**config.mk**
```make
export PLATFORM = sky130hd
export DESIGN_NAME = smiod_decoder
export DESIGN_NICKNAME = d
export VERILOG_FILES = /design/src/smiod_pkg.sv /design/src/smiod_decoder.sv /design/src/smiod_exec_timer.sv
export SDC_FILE = /design/constraint.sdc
export NUM_CORES = 1
export LEC_CHECK = 0
export BUFFER_PORTS_ARGS = -buffer_cell sky130_fd_sc_hd__buf_2
export CORE_ASPECT_RATIO = 0.7
export CORE_MARGIN = 2
export CORE_UTILIZATION = 43
export CTS_CLUSTER_DIAMETER = 200
export DETAILED_ROUTE_END_ITERATION = 6
export PLACE_DENSITY = 0.84
export SETUP_SLACK_MARGIN = 0.05
export SYNTH_ARGS = -nofsm -noshare
export SYNTH_HDL_FRONTEND = slang
export SYNTH_HIERARCHICAL = 1
export SYNTH_SLANG_ARGS = --single-unit
```
**constraint.sdc**
```tcl
create_clock -name clk_sys -period 2.3 [get_ports clk_sys]
set_clock_uncertainty 0.15 [all_clocks]
set_input_delay 0.23 -clock clk_sys [delete_from_list [all_inputs] [get_ports clk_sys]]
set_output_delay 0.23 -clock clk_sys [all_outputs]
set_load 0.03 [all_outputs]
```
**src/smiod_pkg.sv**
```systemverilog
/*
  Shared constants and types of the opcode decoder for the stack, move and
  port groups. Assumes the clock counts are those of zero-wait-state buses.
*/
package smiod_pkg;

  localparam int CNT_W = 5;

  // Opcode bytes and masks.
  localparam logic [7:0] OPC_ESCAPE = 8'h0F;
  localparam logic [6:0] OPC_SEXT_HI = 7'h5F;
  localparam logic [6:0] OPC_ZEXT_HI = 7'h5B;
  localparam logic [1:0] OPC_SEGPUSH_TOP = 2'h2;
  localparam logic [2:0] OPC_SEGPUSH_LOW = 3'h0;
  localparam logic [2:0] OPC_SEGPOP2_LOW = 3'h1;
  localparam logic [5:0] OPC_PUSHIMM_HI = 6'h1A;
  localparam logic [7:0] OPC_POP_RM = 8'h8F;
  localparam logic [2:0] OPC_SEGPOP_TOP = 3'h0;
  localparam logic [2:0] OPC_SEGPOP_LOW = 3'h7;
  localparam logic [6:0] OPC_SWAP_HI = 7'h43;
  localparam logic [6:0] OPC_IN_FIX_HI = 7'h72;
  localparam logic [6:0] OPC_IN_VAR_HI = 7'h76;
  localparam logic [6:0] OPC_OUT_FIX_HI = 7'h73;
  localparam logic [6:0] OPC_OUT_VAR_HI = 7'h77;
  localparam logic [1:0] MOD_REGISTER = 2'h3;
  localparam logic [2:0] REG_FIELD_ZERO = 3'h0;

  // Field positions.
  localparam int WIDTH_BIT = 0;
  localparam int SIGN_BIT = 1;
  localparam int MOD_LSB = 6;
  localparam int REG_LSB = 3;

  // Clock counts.
  localparam logic [CNT_W-1:0] CNT_EXT_REG = 5'h03;
  localparam logic [CNT_W-1:0] CNT_EXT_MEM = 5'h06;
  localparam logic [CNT_W-1:0] CNT_PUSH_REAL = 5'h02;
  localparam logic [CNT_W-1:0] CNT_PUSH_PROT = 5'h04;
  localparam logic [CNT_W-1:0] CNT_POPRM_REAL_REG = 5'h05;
  localparam logic [CNT_W-1:0] CNT_POPRM_REAL_MEM = 5'h07;
  localparam logic [CNT_W-1:0] CNT_POPRM_PROT_REG = 5'h07;
  localparam logic [CNT_W-1:0] CNT_POPRM_PROT_MEM = 5'h09;
  localparam logic [CNT_W-1:0] CNT_SEGPOP_REAL = 5'h07;
  localparam logic [CNT_W-1:0] CNT_SEGPOP_PROT = 5'h19;
  localparam logic [CNT_W-1:0] CNT_SWAP_REG = 5'h03;
  localparam logic [CNT_W-1:0] CNT_SWAP_MEM = 5'h05;
  localparam logic [CNT_W-1:0] CNT_IN_FIX_REAL = 5'h0C;
  localparam logic [CNT_W-1:0] CNT_IN_FIX_FAST = 5'h06;
  localparam logic [CNT_W-1:0] CNT_IN_FIX_SLOW = 5'h1A;
  localparam logic [CNT_W-1:0] CNT_IN_VAR_REAL = 5'h0D;
  localparam logic [CNT_W-1:0] CNT_IN_VAR_FAST = 5'h07;
  localparam logic [CNT_W-1:0] CNT_IN_VAR_SLOW = 5'h1B;
  localparam logic [CNT_W-1:0] CNT_OUT_FIX_REAL = 5'h0A;
  localparam logic [CNT_W-1:0] CNT_OUT_FIX_FAST = 5'h04;
  localparam logic [CNT_W-1:0] CNT_OUT_FIX_SLOW = 5'h18;
  localparam logic [CNT_W-1:0] CNT_OUT_VAR_REAL = 5'h0B;
  localparam logic [CNT_W-1:0] CNT_OUT_VAR_FAST = 5'h05;
  localparam logic [CNT_W-1:0] CNT_OUT_VAR_SLOW = 5'h19;

  typedef enum logic [3:0] {
    OP_NONE,
    OP_SIGN_EXTEND_MOVE,
    OP_ZERO_EXTEND_MOVE,
    OP_PUSH_SEGMENT,
    OP_PUSH_IMMEDIATE,
    OP_POP_RM,
    OP_POP_SEGMENT,
    OP_SWAP_OPERANDS,
    OP_PORT_IN,
    OP_PORT_OUT
  } smiod_op_t;

endpackage : smiod_pkg

```
**src/smiod_decoder.sv**
```systemverilog
/*
  Decoder and timing unit for extending moves, pushes, pops, operand swap and
  port input/output. Assumes the prefetch queue presents up to three opcode
  bytes at once and holds them while instValid is high and instReady is low.
*/
// Overview of operation
// RQ1: 0F then 1011111w is sign-extending move; 3 clocks register, 6 memory.
// RQ2: 0F then 1011011w is zero-extending move; 3 clocks register, 6 memory.
// RQ3: 0F then 10sss000 pushes segment sss; 2 clocks real, 4 protected.
// RQ4: 011010s0 pushes immediate, s selects sign-extended short; 2 real, 4 protected.
// RQ5: 8F with reg zero pops; 5/7 real, 7/9 protected, register/memory.
// RQ6: 000ss111 pops legacy segment; 7 clocks real, 25 protected.
// RQ7: 1000011w swaps operands; 3 clocks register, 5 memory with read and write.
// RQ8: Port input 12 fixed, 13 variable real; protected 6/26 and 7/27.
// RQ9: Port output 10 fixed, 11 variable real; protected 4/24 and 5/25.
// RQ10: Width bit zero selects byte, one full size; byte/word source for extends.
`timescale 1ns/1ps
`default_nettype none
module smiod_decoder (
  input wire logic clk_sys,
  input wire logic nrst,
  input wire logic instValid,
  input wire logic [7:0] opByte0,
  input wire logic [7:0] opByte1,
  input wire logic [7:0] opByte2,
  input wire logic protMode,
  input wire logic ioSlowPath,
  output logic instReady,
  output smiod_pkg::smiod_op_t opClass,
  output logic wideOp,
  output logic signExtImm,
  output logic [2:0] segSel,
  output logic memOperand,
  output logic memReadWrite,
  output logic [smiod_pkg::CNT_W-1:0] cycleCount,
  output logic unknownOp,
  output logic execBusy,
  output logic execDone
);
  import smiod_pkg::*;

  typedef struct packed {
    smiod_op_t op;
    logic wide;
    logic sext;
    logic [2:0] seg;
    logic mem;
    logic rmw;
    logic [CNT_W-1:0] count;
    logic unknown;
  } smiod_dec_t;

  smiod_dec_t st_q;
  smiod_dec_t st_d;
  logic accept;
  logic timerBusy;
  logic timerLast;

  // A mod field of 11 names a register; any other names memory.
  function automatic logic isMemory(input logic [7:0] modrm);
    return modrm[MOD_LSB +: 2] != MOD_REGISTER;
  endfunction : isMemory

  function automatic logic [CNT_W-1:0] pickCount(input logic sel,
      input logic [CNT_W-1:0] whenLow, input logic [CNT_W-1:0] whenHigh);
    return sel ? whenHigh : whenLow;
  endfunction : pickCount

  assign instReady = !timerBusy;
  assign accept = instValid && instReady;

  always_comb begin
    st_d = st_q;
    st_d.unknown = 1'b0;
    if (accept) begin
      st_d.op = OP_NONE;
      st_d.wide = opByte0[WIDTH_BIT]; // RQ10
      st_d.sext = 1'b0;
      st_d.seg = 3'h0;
      st_d.mem = 1'b0;
      st_d.rmw = 1'b0;
      st_d.count = '0;
      if (opByte0 == OPC_ESCAPE) begin
        st_d.wide = opByte1[WIDTH_BIT]; // RQ10
        if (opByte1[7:1] == OPC_SEXT_HI) begin
          st_d.op = OP_SIGN_EXTEND_MOVE;
          st_d.mem = isMemory(opByte2);
          st_d.count = pickCount(isMemory(opByte2), CNT_EXT_REG, CNT_EXT_MEM); // RQ1
        end else if (opByte1[7:1] == OPC_ZEXT_HI) begin
          st_d.op = OP_ZERO_EXTEND_MOVE;
          st_d.mem = isMemory(opByte2);
          st_d.count = pickCount(isMemory(opByte2), CNT_EXT_REG, CNT_EXT_MEM); // RQ2
        end else if (opByte1[7:6] == OPC_SEGPUSH_TOP && opByte1[2:0] == OPC_SEGPUSH_LOW) begin
          st_d.op = OP_PUSH_SEGMENT;
          st_d.seg = opByte1[5:3];
          st_d.count = pickCount(protMode, CNT_PUSH_REAL, CNT_PUSH_PROT); // RQ3
        end else if (opByte1[7:6] == OPC_SEGPUSH_TOP && opByte1[2:0] == OPC_SEGPOP2_LOW) begin
          st_d.op = OP_POP_SEGMENT;
          st_d.seg = opByte1[5:3];
          st_d.count = pickCount(protMode, CNT_SEGPOP_REAL, CNT_SEGPOP_PROT);
        end
      end else if (opByte0[7:2] == OPC_PUSHIMM_HI && !opByte0[WIDTH_BIT]) begin
        st_d.op = OP_PUSH_IMMEDIATE;
        st_d.wide = 1'b1;
        st_d.sext = opByte0[SIGN_BIT];
        st_d.count = pickCount(protMode, CNT_PUSH_REAL, CNT_PUSH_PROT); // RQ4
      end else if (opByte0 == OPC_POP_RM && opByte1[REG_LSB +: 3] == REG_FIELD_ZERO) begin
        st_d.op = OP_POP_RM;
        st_d.wide = 1'b1;
        st_d.mem = isMemory(opByte1);
        if (protMode) begin
          st_d.count = pickCount(isMemory(opByte1), CNT_POPRM_PROT_REG, CNT_POPRM_PROT_MEM); // RQ5
        end else begin
          st_d.count = pickCount(isMemory(opByte1), CNT_POPRM_REAL_REG, CNT_POPRM_REAL_MEM); // RQ5
        end
      end else if (opByte0[7:5] == OPC_SEGPOP_TOP && opByte0[2:0] == OPC_SEGPOP_LOW) begin
        // The escape byte shares this pattern, so it is tested first above.
        st_d.op = OP_POP_SEGMENT;
        st_d.wide = 1'b1;
        st_d.seg = {1'b0, opByte0[4:3]};
        st_d.count = pickCount(protMode, CNT_SEGPOP_REAL, CNT_SEGPOP_PROT); // RQ6
      end else if (opByte0[7:1] == OPC_SWAP_HI) begin
        st_d.op = OP_SWAP_OPERANDS;
        st_d.mem = isMemory(opByte1);
        st_d.rmw = isMemory(opByte1); // RQ7
        st_d.count = pickCount(isMemory(opByte1), CNT_SWAP_REG, CNT_SWAP_MEM); // RQ7
      end else if (opByte0[7:1] == OPC_IN_FIX_HI || opByte0[7:1] == OPC_IN_VAR_HI) begin
        st_d.op = OP_PORT_IN;
        if (opByte0[7:1] == OPC_IN_FIX_HI) begin
          st_d.count = protMode ? pickCount(ioSlowPath, CNT_IN_FIX_FAST, CNT_IN_FIX_SLOW)
                                : CNT_IN_FIX_REAL; // RQ8
        end else begin
          st_d.count = protMode ? pickCount(ioSlowPath, CNT_IN_VAR_FAST, CNT_IN_VAR_SLOW)
                                : CNT_IN_VAR_REAL; // RQ8
        end
      end else if (opByte0[7:1] == OPC_OUT_FIX_HI || opByte0[7:1] == OPC_OUT_VAR_HI) begin
        st_d.op = OP_PORT_OUT;
        if (opByte0[7:1] == OPC_OUT_FIX_HI) begin
          st_d.count = protMode ? pickCount(ioSlowPath, CNT_OUT_FIX_FAST, CNT_OUT_FIX_SLOW)
                                : CNT_OUT_FIX_REAL; // RQ9
        end else begin
          st_d.count = protMode ? pickCount(ioSlowPath, CNT_OUT_VAR_FAST, CNT_OUT_VAR_SLOW)
                                : CNT_OUT_VAR_REAL; // RQ9
        end
      end
      st_d.unknown = (st_d.op == OP_NONE);
    end
  end

  always_ff @(posedge clk_sys or negedge nrst) begin
    if (!nrst) begin
      st_q <= '0;
    end else begin
      st_q <= st_d;
    end
  end

  // Unknown opcodes never start the timer, so other groups pass straight on.
  smiod_exec_timer u_timer (
    .clk_sys(clk_sys),
    .nrst(nrst),
    .start(accept && st_d.op != OP_NONE),
    .loadCount(st_d.count),
    .busy(timerBusy),
    .lastCycle(timerLast)
  );

  assign opClass = st_q.op;
  assign wideOp = st_q.wide;
  assign signExtImm = st_q.sext;
  assign segSel = st_q.seg;
  assign memOperand = st_q.mem;
  assign memReadWrite = st_q.rmw;
  assign cycleCount = st_q.count;
  assign unknownOp = st_q.unknown;
  assign execBusy = timerBusy;
  assign execDone = timerLast;

  chk_sext_move_count: assert property (@(posedge clk_sys) disable iff (!nrst)
    accept && opByte0 == 8'h0F && opByte1[7:1] == 7'h5F
    |=> opClass == OP_SIGN_EXTEND_MOVE && cycleCount == (memOperand ? 5'h06 : 5'h03)
    && memOperand == ($past(opByte2[7:6]) != 2'h3)) // RQ1
    else $error("sign-extending move count wrong");

  chk_zext_move_count: assert property (@(posedge clk_sys) disable iff (!nrst)
    accept && opByte0 == 8'h0F && opByte1[7:1] == 7'h5B && opByte2[7:6] == 2'h3
    |=> opClass == OP_ZERO_EXTEND_MOVE ##0 execBusy[*3] ##1 !execBusy) // RQ2
    else $error("zero-extending move register timing wrong");

  chk_seg_push_sel: assert property (@(posedge clk_sys) disable iff (!nrst)
    accept && opByte0 == 8'h0F && opByte1[7:6] == 2'h2 && opByte1[2:0] == 3'h0
    |=> segSel == $past(opByte1[5:3]) && cycleCount == ($past(protMode) ? 5'h04 : 5'h02)) // RQ3
    else $error("segment push decode wrong");

  chk_imm_push_sext: assert property (@(posedge clk_sys) disable iff (!nrst)
    accept && opByte0[7:2] == 6'h1A && !opByte0[0]
    |=> opClass == OP_PUSH_IMMEDIATE && signExtImm == $past(opByte0[1])) // RQ4
    else $error("immediate push sign select wrong");

  chk_pop_rm_prot: assert property (@(posedge clk_sys) disable iff (!nrst)
    accept && protMode && opByte0 == 8'h8F && opByte1[5:3] == 3'h0
    |=> cycleCount == (memOperand ? 5'h09 : 5'h07)
    && memOperand == ($past(opByte1[7:6]) != 2'h3)) // RQ5
    else $error("protected pop count wrong");

  chk_seg_pop_prot: assert property (@(posedge clk_sys) disable iff (!nrst)
    accept && protMode && opByte0[7:5] == 3'h0 && opByte0[2:0] == 3'h7 && opByte0 != 8'h0F
    |=> opClass == OP_POP_SEGMENT && cycleCount == 5'h19 && segSel[2] == 1'b0) // RQ6
    else $error("legacy segment pop decode wrong");

  chk_swap_mem_rmw: assert property (@(posedge clk_sys) disable iff (!nrst)
    accept && opByte0[7:1] == 7'h43 && opByte1[7:6] != 2'h3
    |=> memReadWrite && cycleCount == 5'h05) // RQ7
    else $error("memory swap not marked read-write");

  chk_port_in_slow: assert property (@(posedge clk_sys) disable iff (!nrst)
    accept && protMode && ioSlowPath && opByte0[7:1] == 7'h76
    |=> opClass == OP_PORT_IN && cycleCount == 5'h1B) // RQ8
    else $error("variable port input slow count wrong");

  chk_port_out_real: assert property (@(posedge clk_sys) disable iff (!nrst)
    accept && !protMode && opByte0[7:1] == 7'h73
    |=> opClass == OP_PORT_OUT && cycleCount == 5'h0A) // RQ9
    else $error("fixed port output real count wrong");

  chk_width_bit_swap: assert property (@(posedge clk_sys) disable iff (!nrst)
    accept && opByte0[7:1] == 7'h43 |=> wideOp == $past(opByte0[0])) // RQ10
    else $error("width bit not carried");

endmodule : smiod_decoder
`default_nettype wire

```
**src/smiod_exec_timer.sv**
```systemverilog
/*
  Execution timer: holds busy for the loaded number of clocks and flags the
  last one. Assumes start is only raised while busy is low.
*/
`timescale 1ns/1ps
`default_nettype none
module smiod_exec_timer (
  input wire logic clk_sys,
  input wire logic nrst,
  input wire logic start,
  input wire logic [smiod_pkg::CNT_W-1:0] loadCount,
  output logic busy,
  output logic lastCycle
);
  import smiod_pkg::*;

  typedef struct packed {
    logic [CNT_W-1:0] remain;
  } smiod_tmr_t;

  smiod_tmr_t st_q;
  smiod_tmr_t st_d;

  always_comb begin
    st_d = st_q;
    if (start) begin
      st_d.remain = loadCount;
    end else if (st_q.remain != '0) begin
      st_d.remain = st_q.remain - 5'h01;
    end
  end

  always_ff @(posedge clk_sys or negedge nrst) begin
    if (!nrst) begin
      st_q <= '0;
    end else begin
      st_q <= st_d;
    end
  end

  assign busy = (st_q.remain != '0);
  assign lastCycle = (st_q.remain == 5'h01);

  chk_timer_span_exact: assert property (@(posedge clk_sys) disable iff (!nrst)
    start && loadCount == 5'h03 |=> busy[*3] ##0 lastCycle ##1 !busy) // RQ1
    else $error("timer span differs from loaded count");

endmodule : smiod_exec_timer
`default_nettype wire

```
# Word-level counts from Yosys, hierarchy flattened
# Index checks and enable logic that the tools add are counted.
op_classes:
  addsub: 1
  eq_ne: 16
  n_mux: 61
  reduce_logical: 18
ops:
  columns: ["operator", "n"]
  rows:
  - ["$mux W5", 28]
  - ["$eq A7 B7 Y1 const B", 7]
  - ["$mux W4", 11]
  - ["$mux W3", 8]
  - ["$mux W17", 1]
  - ["$mux W2", 5]
  - ["$logic_not A3 Y1", 3]
  - ["$eq A8 B4 Y1 const B", 1]
  - ["$eq A8 B8 Y1 const B", 1]
  - ["$mux W1", 8]
  - ["$logic_and A1 B1 Y1", 7]
  - ["$eq A6 B5 Y1 const B", 1]
  - ["$eq A5 B1 Y1 const B", 1]
  - ["$reduce_bool A5 Y1", 1]
  - ["$sub A5 B1 Y5 const B", 1]
  - ["$logic_not A4 Y1", 1]
  - ["$ne A2 B2 Y1 const B", 2]
  - ["$reduce_bool A4 Y1", 1]
  - ["$eq A3 B1 Y1 const B", 1]
  - ["$eq A3 B3 Y1 const B", 1]
  - ["$eq A2 B2 Y1 const B", 1]
  - ["$logic_not A1 Y1", 2]
  - ["$logic_or A1 B1 Y1", 2]
  - ["$reduce_bool A2 Y1", 1]
totals:
  regBits: 22
  input_bits: 29
  out_inout_bits: 20
  wordCells: 105

# Logic depth before layout (Yosys ltp)
logic_depth:
  depth_word: 15
  depth_mapped: 11
  ltp_nobuf: 10

# Hierarchy
# The synthesis kept the hierarchy.
modules_own_cells:
  columns: ["mod", "instances", "cells_each", "area_per_inst_um2", "seq_area_each_um2"]
  rows:
  - ["smiod_decoder", 1, 131, 1101.1, 425.4]
  - ["smiod_exec_timer", 1, 29, 301.5, 125.1]

# Least setup slack after synthesis
# No wires, ideal clock.
synth_timing:
  path_kind: "register to register"
  startpoint: "reg u_timer/st_q[0] in the netlist's numbering"
  endpoint: "reg u_timer/st_q[1] in the netlist's numbering"
  setup_ns: 0.125
  t_arrival_ns: 2.653
  required_ns: 2.025
  slack_ns: -0.627
  stages_incl_launch_ff: 11
  path_buffers: 2
  synth_period_minus_slack_ns: 2.927
  cell_sequence: "dfrtp_1 inv_1 ha_1 nor4b_4 inv_1 inv_1 nand2_1 clkbuf_1 a41oi_1 buf_1 mux2_2"
synth_via:
  elab_chain_cells: 7
  elab_cells_between_ends: 10
  classes_between: "1 x add/sub; 3 x mux; 6 x reduce/logical"
synth_rtl:
  columns: ["element", "line", "source"]
  rows:
  - ["start: declaration", "smiod_exec_timer.sv:21", "smiod_tmr_t st_q;"]
  - ["start signal: assignment", "smiod_exec_timer.sv:37", "st_q <= st_d;"]
  - ["$reduce_bool A5 Y1 *", "smiod_exec_timer.sv:41", "assign busy = (st_q.remain != '0);"]
  - ["named net execBusy", "smiod_decoder.sv:37", "output logic execBusy,"]
  - ["$logic_not A1 Y1 *", "smiod_decoder.sv:69", "assign instReady = !timerBusy;"]
  - ["named net instReady", "smiod_decoder.sv:28", "output logic instReady,"]
  - ["$logic_and A1 B1 Y1 *", "smiod_decoder.sv:70", "assign accept = instValid && instReady;"]
  - ["$mux W17", "smiod_decoder.sv:75", "if (accept) begin"]
  - ["$reduce_bool A4 Y1", "smiod_decoder.sv:162", ".start(accept && st_d.op != OP_NONE),"]
  - ["$logic_and A1 B1 Y1", "smiod_decoder.sv:162", null]
  - ["$mux W5 / $reduce_bool A2 Y1 (equally long branches)", null, null]
# Mark *: on every way through the listed nets, which the timed path passes. The rest lies on a longest branch. The select of a mux whose other input is x is not followed.
# A chain may end at the register's enable or synchronous reset.

# Final worst setup path
layout_timing:
  startpoint: "in opByte0[0]"
  endpoint: "reg u_timer/st_q[2] in the netlist's numbering"
layout_via:
  elab_chain_cells: 11
  elab_cells_between_ends: 21
  classes_between: "3 x eq/ne; 11 x mux; 7 x reduce/logical"
layout_rtl:
  columns: ["element", "line", "source"]
  rows:
  - ["start: declaration", "smiod_decoder.sv:23", "input wire logic [7:0] opByte0,"]
  - ["$eq A3 B3 Y1", "smiod_decoder.sv:116", "end else if (opByte0[7:5] == OPC_SEGPOP_TOP && opByte0[2:0] == OPC_SEGPOP_LOW) begin"]
  - ["$logic_and A1 B1 Y1", "smiod_decoder.sv:116", null]
  - ["$mux W4", "smiod_decoder.sv:116", null]
  - ["$mux W5", "smiod_decoder.sv:107", "end else if (opByte0 == OPC_POP_RM && opByte1[REG_LSB +: 3] == REG_FIELD_ZERO) begin"]
  - ["$mux W5", "smiod_decoder.sv:102", "end else if (opByte0[7:2] == OPC_PUSHIMM_HI && !opByte0[WIDTH_BIT]) begin"]
  - ["$mux W5", "smiod_decoder.sv:83", "if (opByte0 == OPC_ESCAPE) begin"]
  - ["$mux W5", "smiod_decoder.sv:75", null]
  - ["$mux W17 *", "smiod_decoder.sv:75", null]
  - ["$reduce_bool A4 Y1", "smiod_decoder.sv:162", null]
  - ["$logic_and A1 B1 Y1", "smiod_decoder.sv:162", null]
  - ["$mux W5 / $reduce_bool A2 Y1 (equally long branches)", null, null]
# Mark *: on every way between the ends. The rest lies on a longest branch, timed or not. The select of a mux whose other input is x is not followed.

==> flow_summary.toml <==
[sta]
post-route-period-util_pct = 101
finalWorstSetupSlack_ps = -20.5
holdWs_ps = 102
grt_setup_unrepaired = "true"
clock.fmax_ghz = 0.431
hold_viol_final = 0
maxSlewViolCount = 0
fin_crit_ps = 2320
worst_slew_pin_slew_ps = 482
setup_viol = 4
max_slew_margin_pct = 67.9

[die]
row_count = 17
pin_count = 49
fp.dieW_um = 72.3
core_um2 = 3130
start_util_pct = 44.9
dieHeight_um = 51.8
dieArea_um2 = 3740

[cells_and_area]
antenna_cells = 0
nNetsFinal = 281
area_delta_synth_final_pct = 52.1
fin_cells = 286
final_area_um2 = 2130
drive_gt1_share_pct = 44.8
fillers = 257

[yosys]
ys_async_sr_fraction_pct = 100
synth_cells = 160
ys_warn_count = 6
yosysUniqueCellTypes = 46
synth_seq_cells = 22
yosysSeqAreaShare_pct = 39.3
synth_area_leaders = "dfrtp_1, nand2_1, o21ai_0"
synth.top_cell.area_share_pct = 39.3
synth_edf_count = 0
postSynthAreaPerCell_um2 = 8.77
yosysTopAreaCell = "dfrtp_1"
synth_area_um2 = 1400
ys.flop_type = "dfrtp_1"
synthesis.nets = 192

[cts]
cts_made_buffers = 3
cts_tree = "yes"
htreeDepth = 1
cts_num_sinks = 22
cts_max_path_buffers = 2
clk_latency_ps = 260
cts.clk_slew.worst_paths_ps = 80
cts-root-buf = "clkbuf_8"

[worst_setup_path]
arrival_ps = 2310
critPathMaxStageDelay_ps = 530
critPathKind = "in -> reg"
slowest_stage = "or4b_4"
crit_fanout = 5
path_cells = "buf_6 > or4b_4 > or3_4 > and3_4 > a2111oi_4 > a41oi_2 > buf_4 > nand2_1 > o31ai_1"
cp-end-kind = "flip-flop"
crit_path_start_kind = "input port"
cp.required_ps = 2290

[global_routing]
grt_overflow = 0
grt_use_total_pct = 23.5
grt_max_degree = 23
grt_pass1_vias = 1422
grt_pass1_wl_um = 6630
antenna_found_initial = 0

[pwr]
power_leakage_nw = 1.04
powerDensity_nw_per_um2 = 905
vdd_ir_drop_max_v = 0.000414

[run_status]
violations = "setup timing"
status = "finished, violations left"

[drt]
drtAntennaViolNets = 0
dr.pass1.iters = 5
routed_via_density = 5.56
routed_wirelength_um = 4220
num_vias = 1591
wl_per_cell_um = 14.7
drcViolationCount = 0
drtIter0Drc = 111

[placed_design]
dp_slack_ps = -398
placed_cell_area_um2 = 1970
post-dp-hpwl_um = 3290
dp.cells = 274
io_buffers = 42
gp_congestion = 0.980

[min_path]
min_path_type = "in -> reg"

[run]
cap_violations = 0
placed cells by master, fill, tap and decap left out, types with 2 or more instances in the layout:
cell type  synthesis  routed
buf_4              0      47
nor3b_1            3       3
buf_2              0      40
o21ai_1            0       3
nor2b_1            2       2
nand2_1           27      25
a21oi_1            6       6
o31ai_1            5       5
nand4_1            2       2
clkbuf_8           0       3
o21ai_0           12       9
nand3_1            9       9
a31oi_1            7       7
ha_1               3       2
o221ai_1           2       2
mux2i_1            2       2
inv_2              0       3
nor3_1             3       3
nor2_1            10      10
inv_1              8       4
xnor2_1            3       3
nor4b_1            2       2
buf_6              0       2
dfrtp_1           22      22
routing by layer:
| layer | track usage, % | vias to the layer above | share of wire, % |
|---|---|---|---|
| li1 | - | 769 | - |
| met1 | 35.8 | 745 | 48 |
| met2 | 35.5 | 70 | 44 |
| met3 | 2.52 | 7 | 6.8 |
| met4 | 5.66 | 0 | 1.5 |
| met5 | 0 | - | 0 |
metrics by stage:
stage                     utilization (%)  total power, mW  setup TNS, ps
after floorplan                         -             1.20           -298
after global placement               62.9             1.50          -1610
after detailed placement             62.9             1.52          -1840
after CTS                            66.8             1.89          -12.4
after global routing                 68.2             2.05           -370
final                                68.2             1.93          -43.8
sequential cells by signal, indices dropped and copies added (netlist names):
register      flops
cycleCount        5
u_timer/st_q      5
opClass           4
segSel            3
memOperand        1
memReadWrite      1
signExtImm        1
unknownOp         1
wideOp            1
report_power, final:
group / internal, mW / switching [mW] / total (mW)
Sequential: 0.513 / 0.0786 / 0.592
Clock: 0.233 / 0.125 / 0.358
Combinational: 0.409 / 0.572 / 0.981
synthesized netlist by cell type (2+ instances only):
library cell	count
nor4b_1	2
nor3b_1	3
nor3_1	3
nor2_1	10
nand3_1	9
a21oi_1	6
o31ai_1	5
mux2i_1	2
a31oi_1	7
xnor2_1	3
nand4_1	2
o21ai_0	12
o221ai_1	2
clkbuf_1	5
ha_1	3
dfrtp_1	22
inv_1	8
nor2b_1	2
nand2_1	27
worst max-delay path, delay by kind of cell:
family / cells / cell delay [ps]
AOI/OAI and AO/OA: 3 / 650
and+or+nand+nor: 4 / 1110
buffers and inverters: 2 / 320
worst paths after layout:
kind | start | to | slack, ps | cells after the start
min in group asynchronous | nrst | unknownOp$_DFF_PN0_ | 310 | 2
max reg2reg | u_timer/st_q[0]$_DFFE_PN0P_ | u_timer/st_q[2]$_DFFE_PN0P_ | 40 | 11
max | opByte0[0] | u_timer/st_q[2]$_DFFE_PN0P_ | -20 | 9
max in group asynchronous | nrst | cycleCount[0]$_DFF_PN0_ | 1370 | 2
min | opByte1[5] | segSel[2]$_DFFE_PN0P_ | 100 | 3
min reg2reg | segSel[2]$_DFFE_PN0P_ | segSel[2]$_DFFE_PN0P_ | 320 | 2
cell families (layout without fill, tap and decap cells):
kind of cell	after synthesis	after routing	share of synthesized area (%)
AO/OA/AOI/OAI	42	42	20.6
XOR/XNOR	4	4	2.50
adder cells (fa/ha/maj)	3	3	2.68
buffers and inverters	14	102	3.75
flip-flops	22	22	39.3
multiplexers	3	3	2.23
AND/OR/NAND/NOR	72	72	29.0
layout make-up:
cell class | instances | area [µm²] | share of cell area, %
clock buffer | 3 | 41.3 | 1.94
sequential | 22 | 551 | 25.8
clock inverter | 1 | 30.0 | 1.41
inverter | 8 | 32.5 | 1.52
tap | 38 | 47.5 | 2.23
timing repair buffer | 90 | 586 | 27.4
multi-input combinational | 124 | 846 | 39.6
what timing repair did:
| action | CTS | global route |
|---|---|---|
| endpoints found under the setup margin | 5 | 5 |
| resized for setup | 5 | 2 |
| pin swaps | 1 | 1 |
| hold buffers | 1 | 0 |
| endpoints found under the hold margin | 22 | 0 |
| setup buffers | 3 | 4 |
No activity file was read; power rests on OpenSTA's default activity.
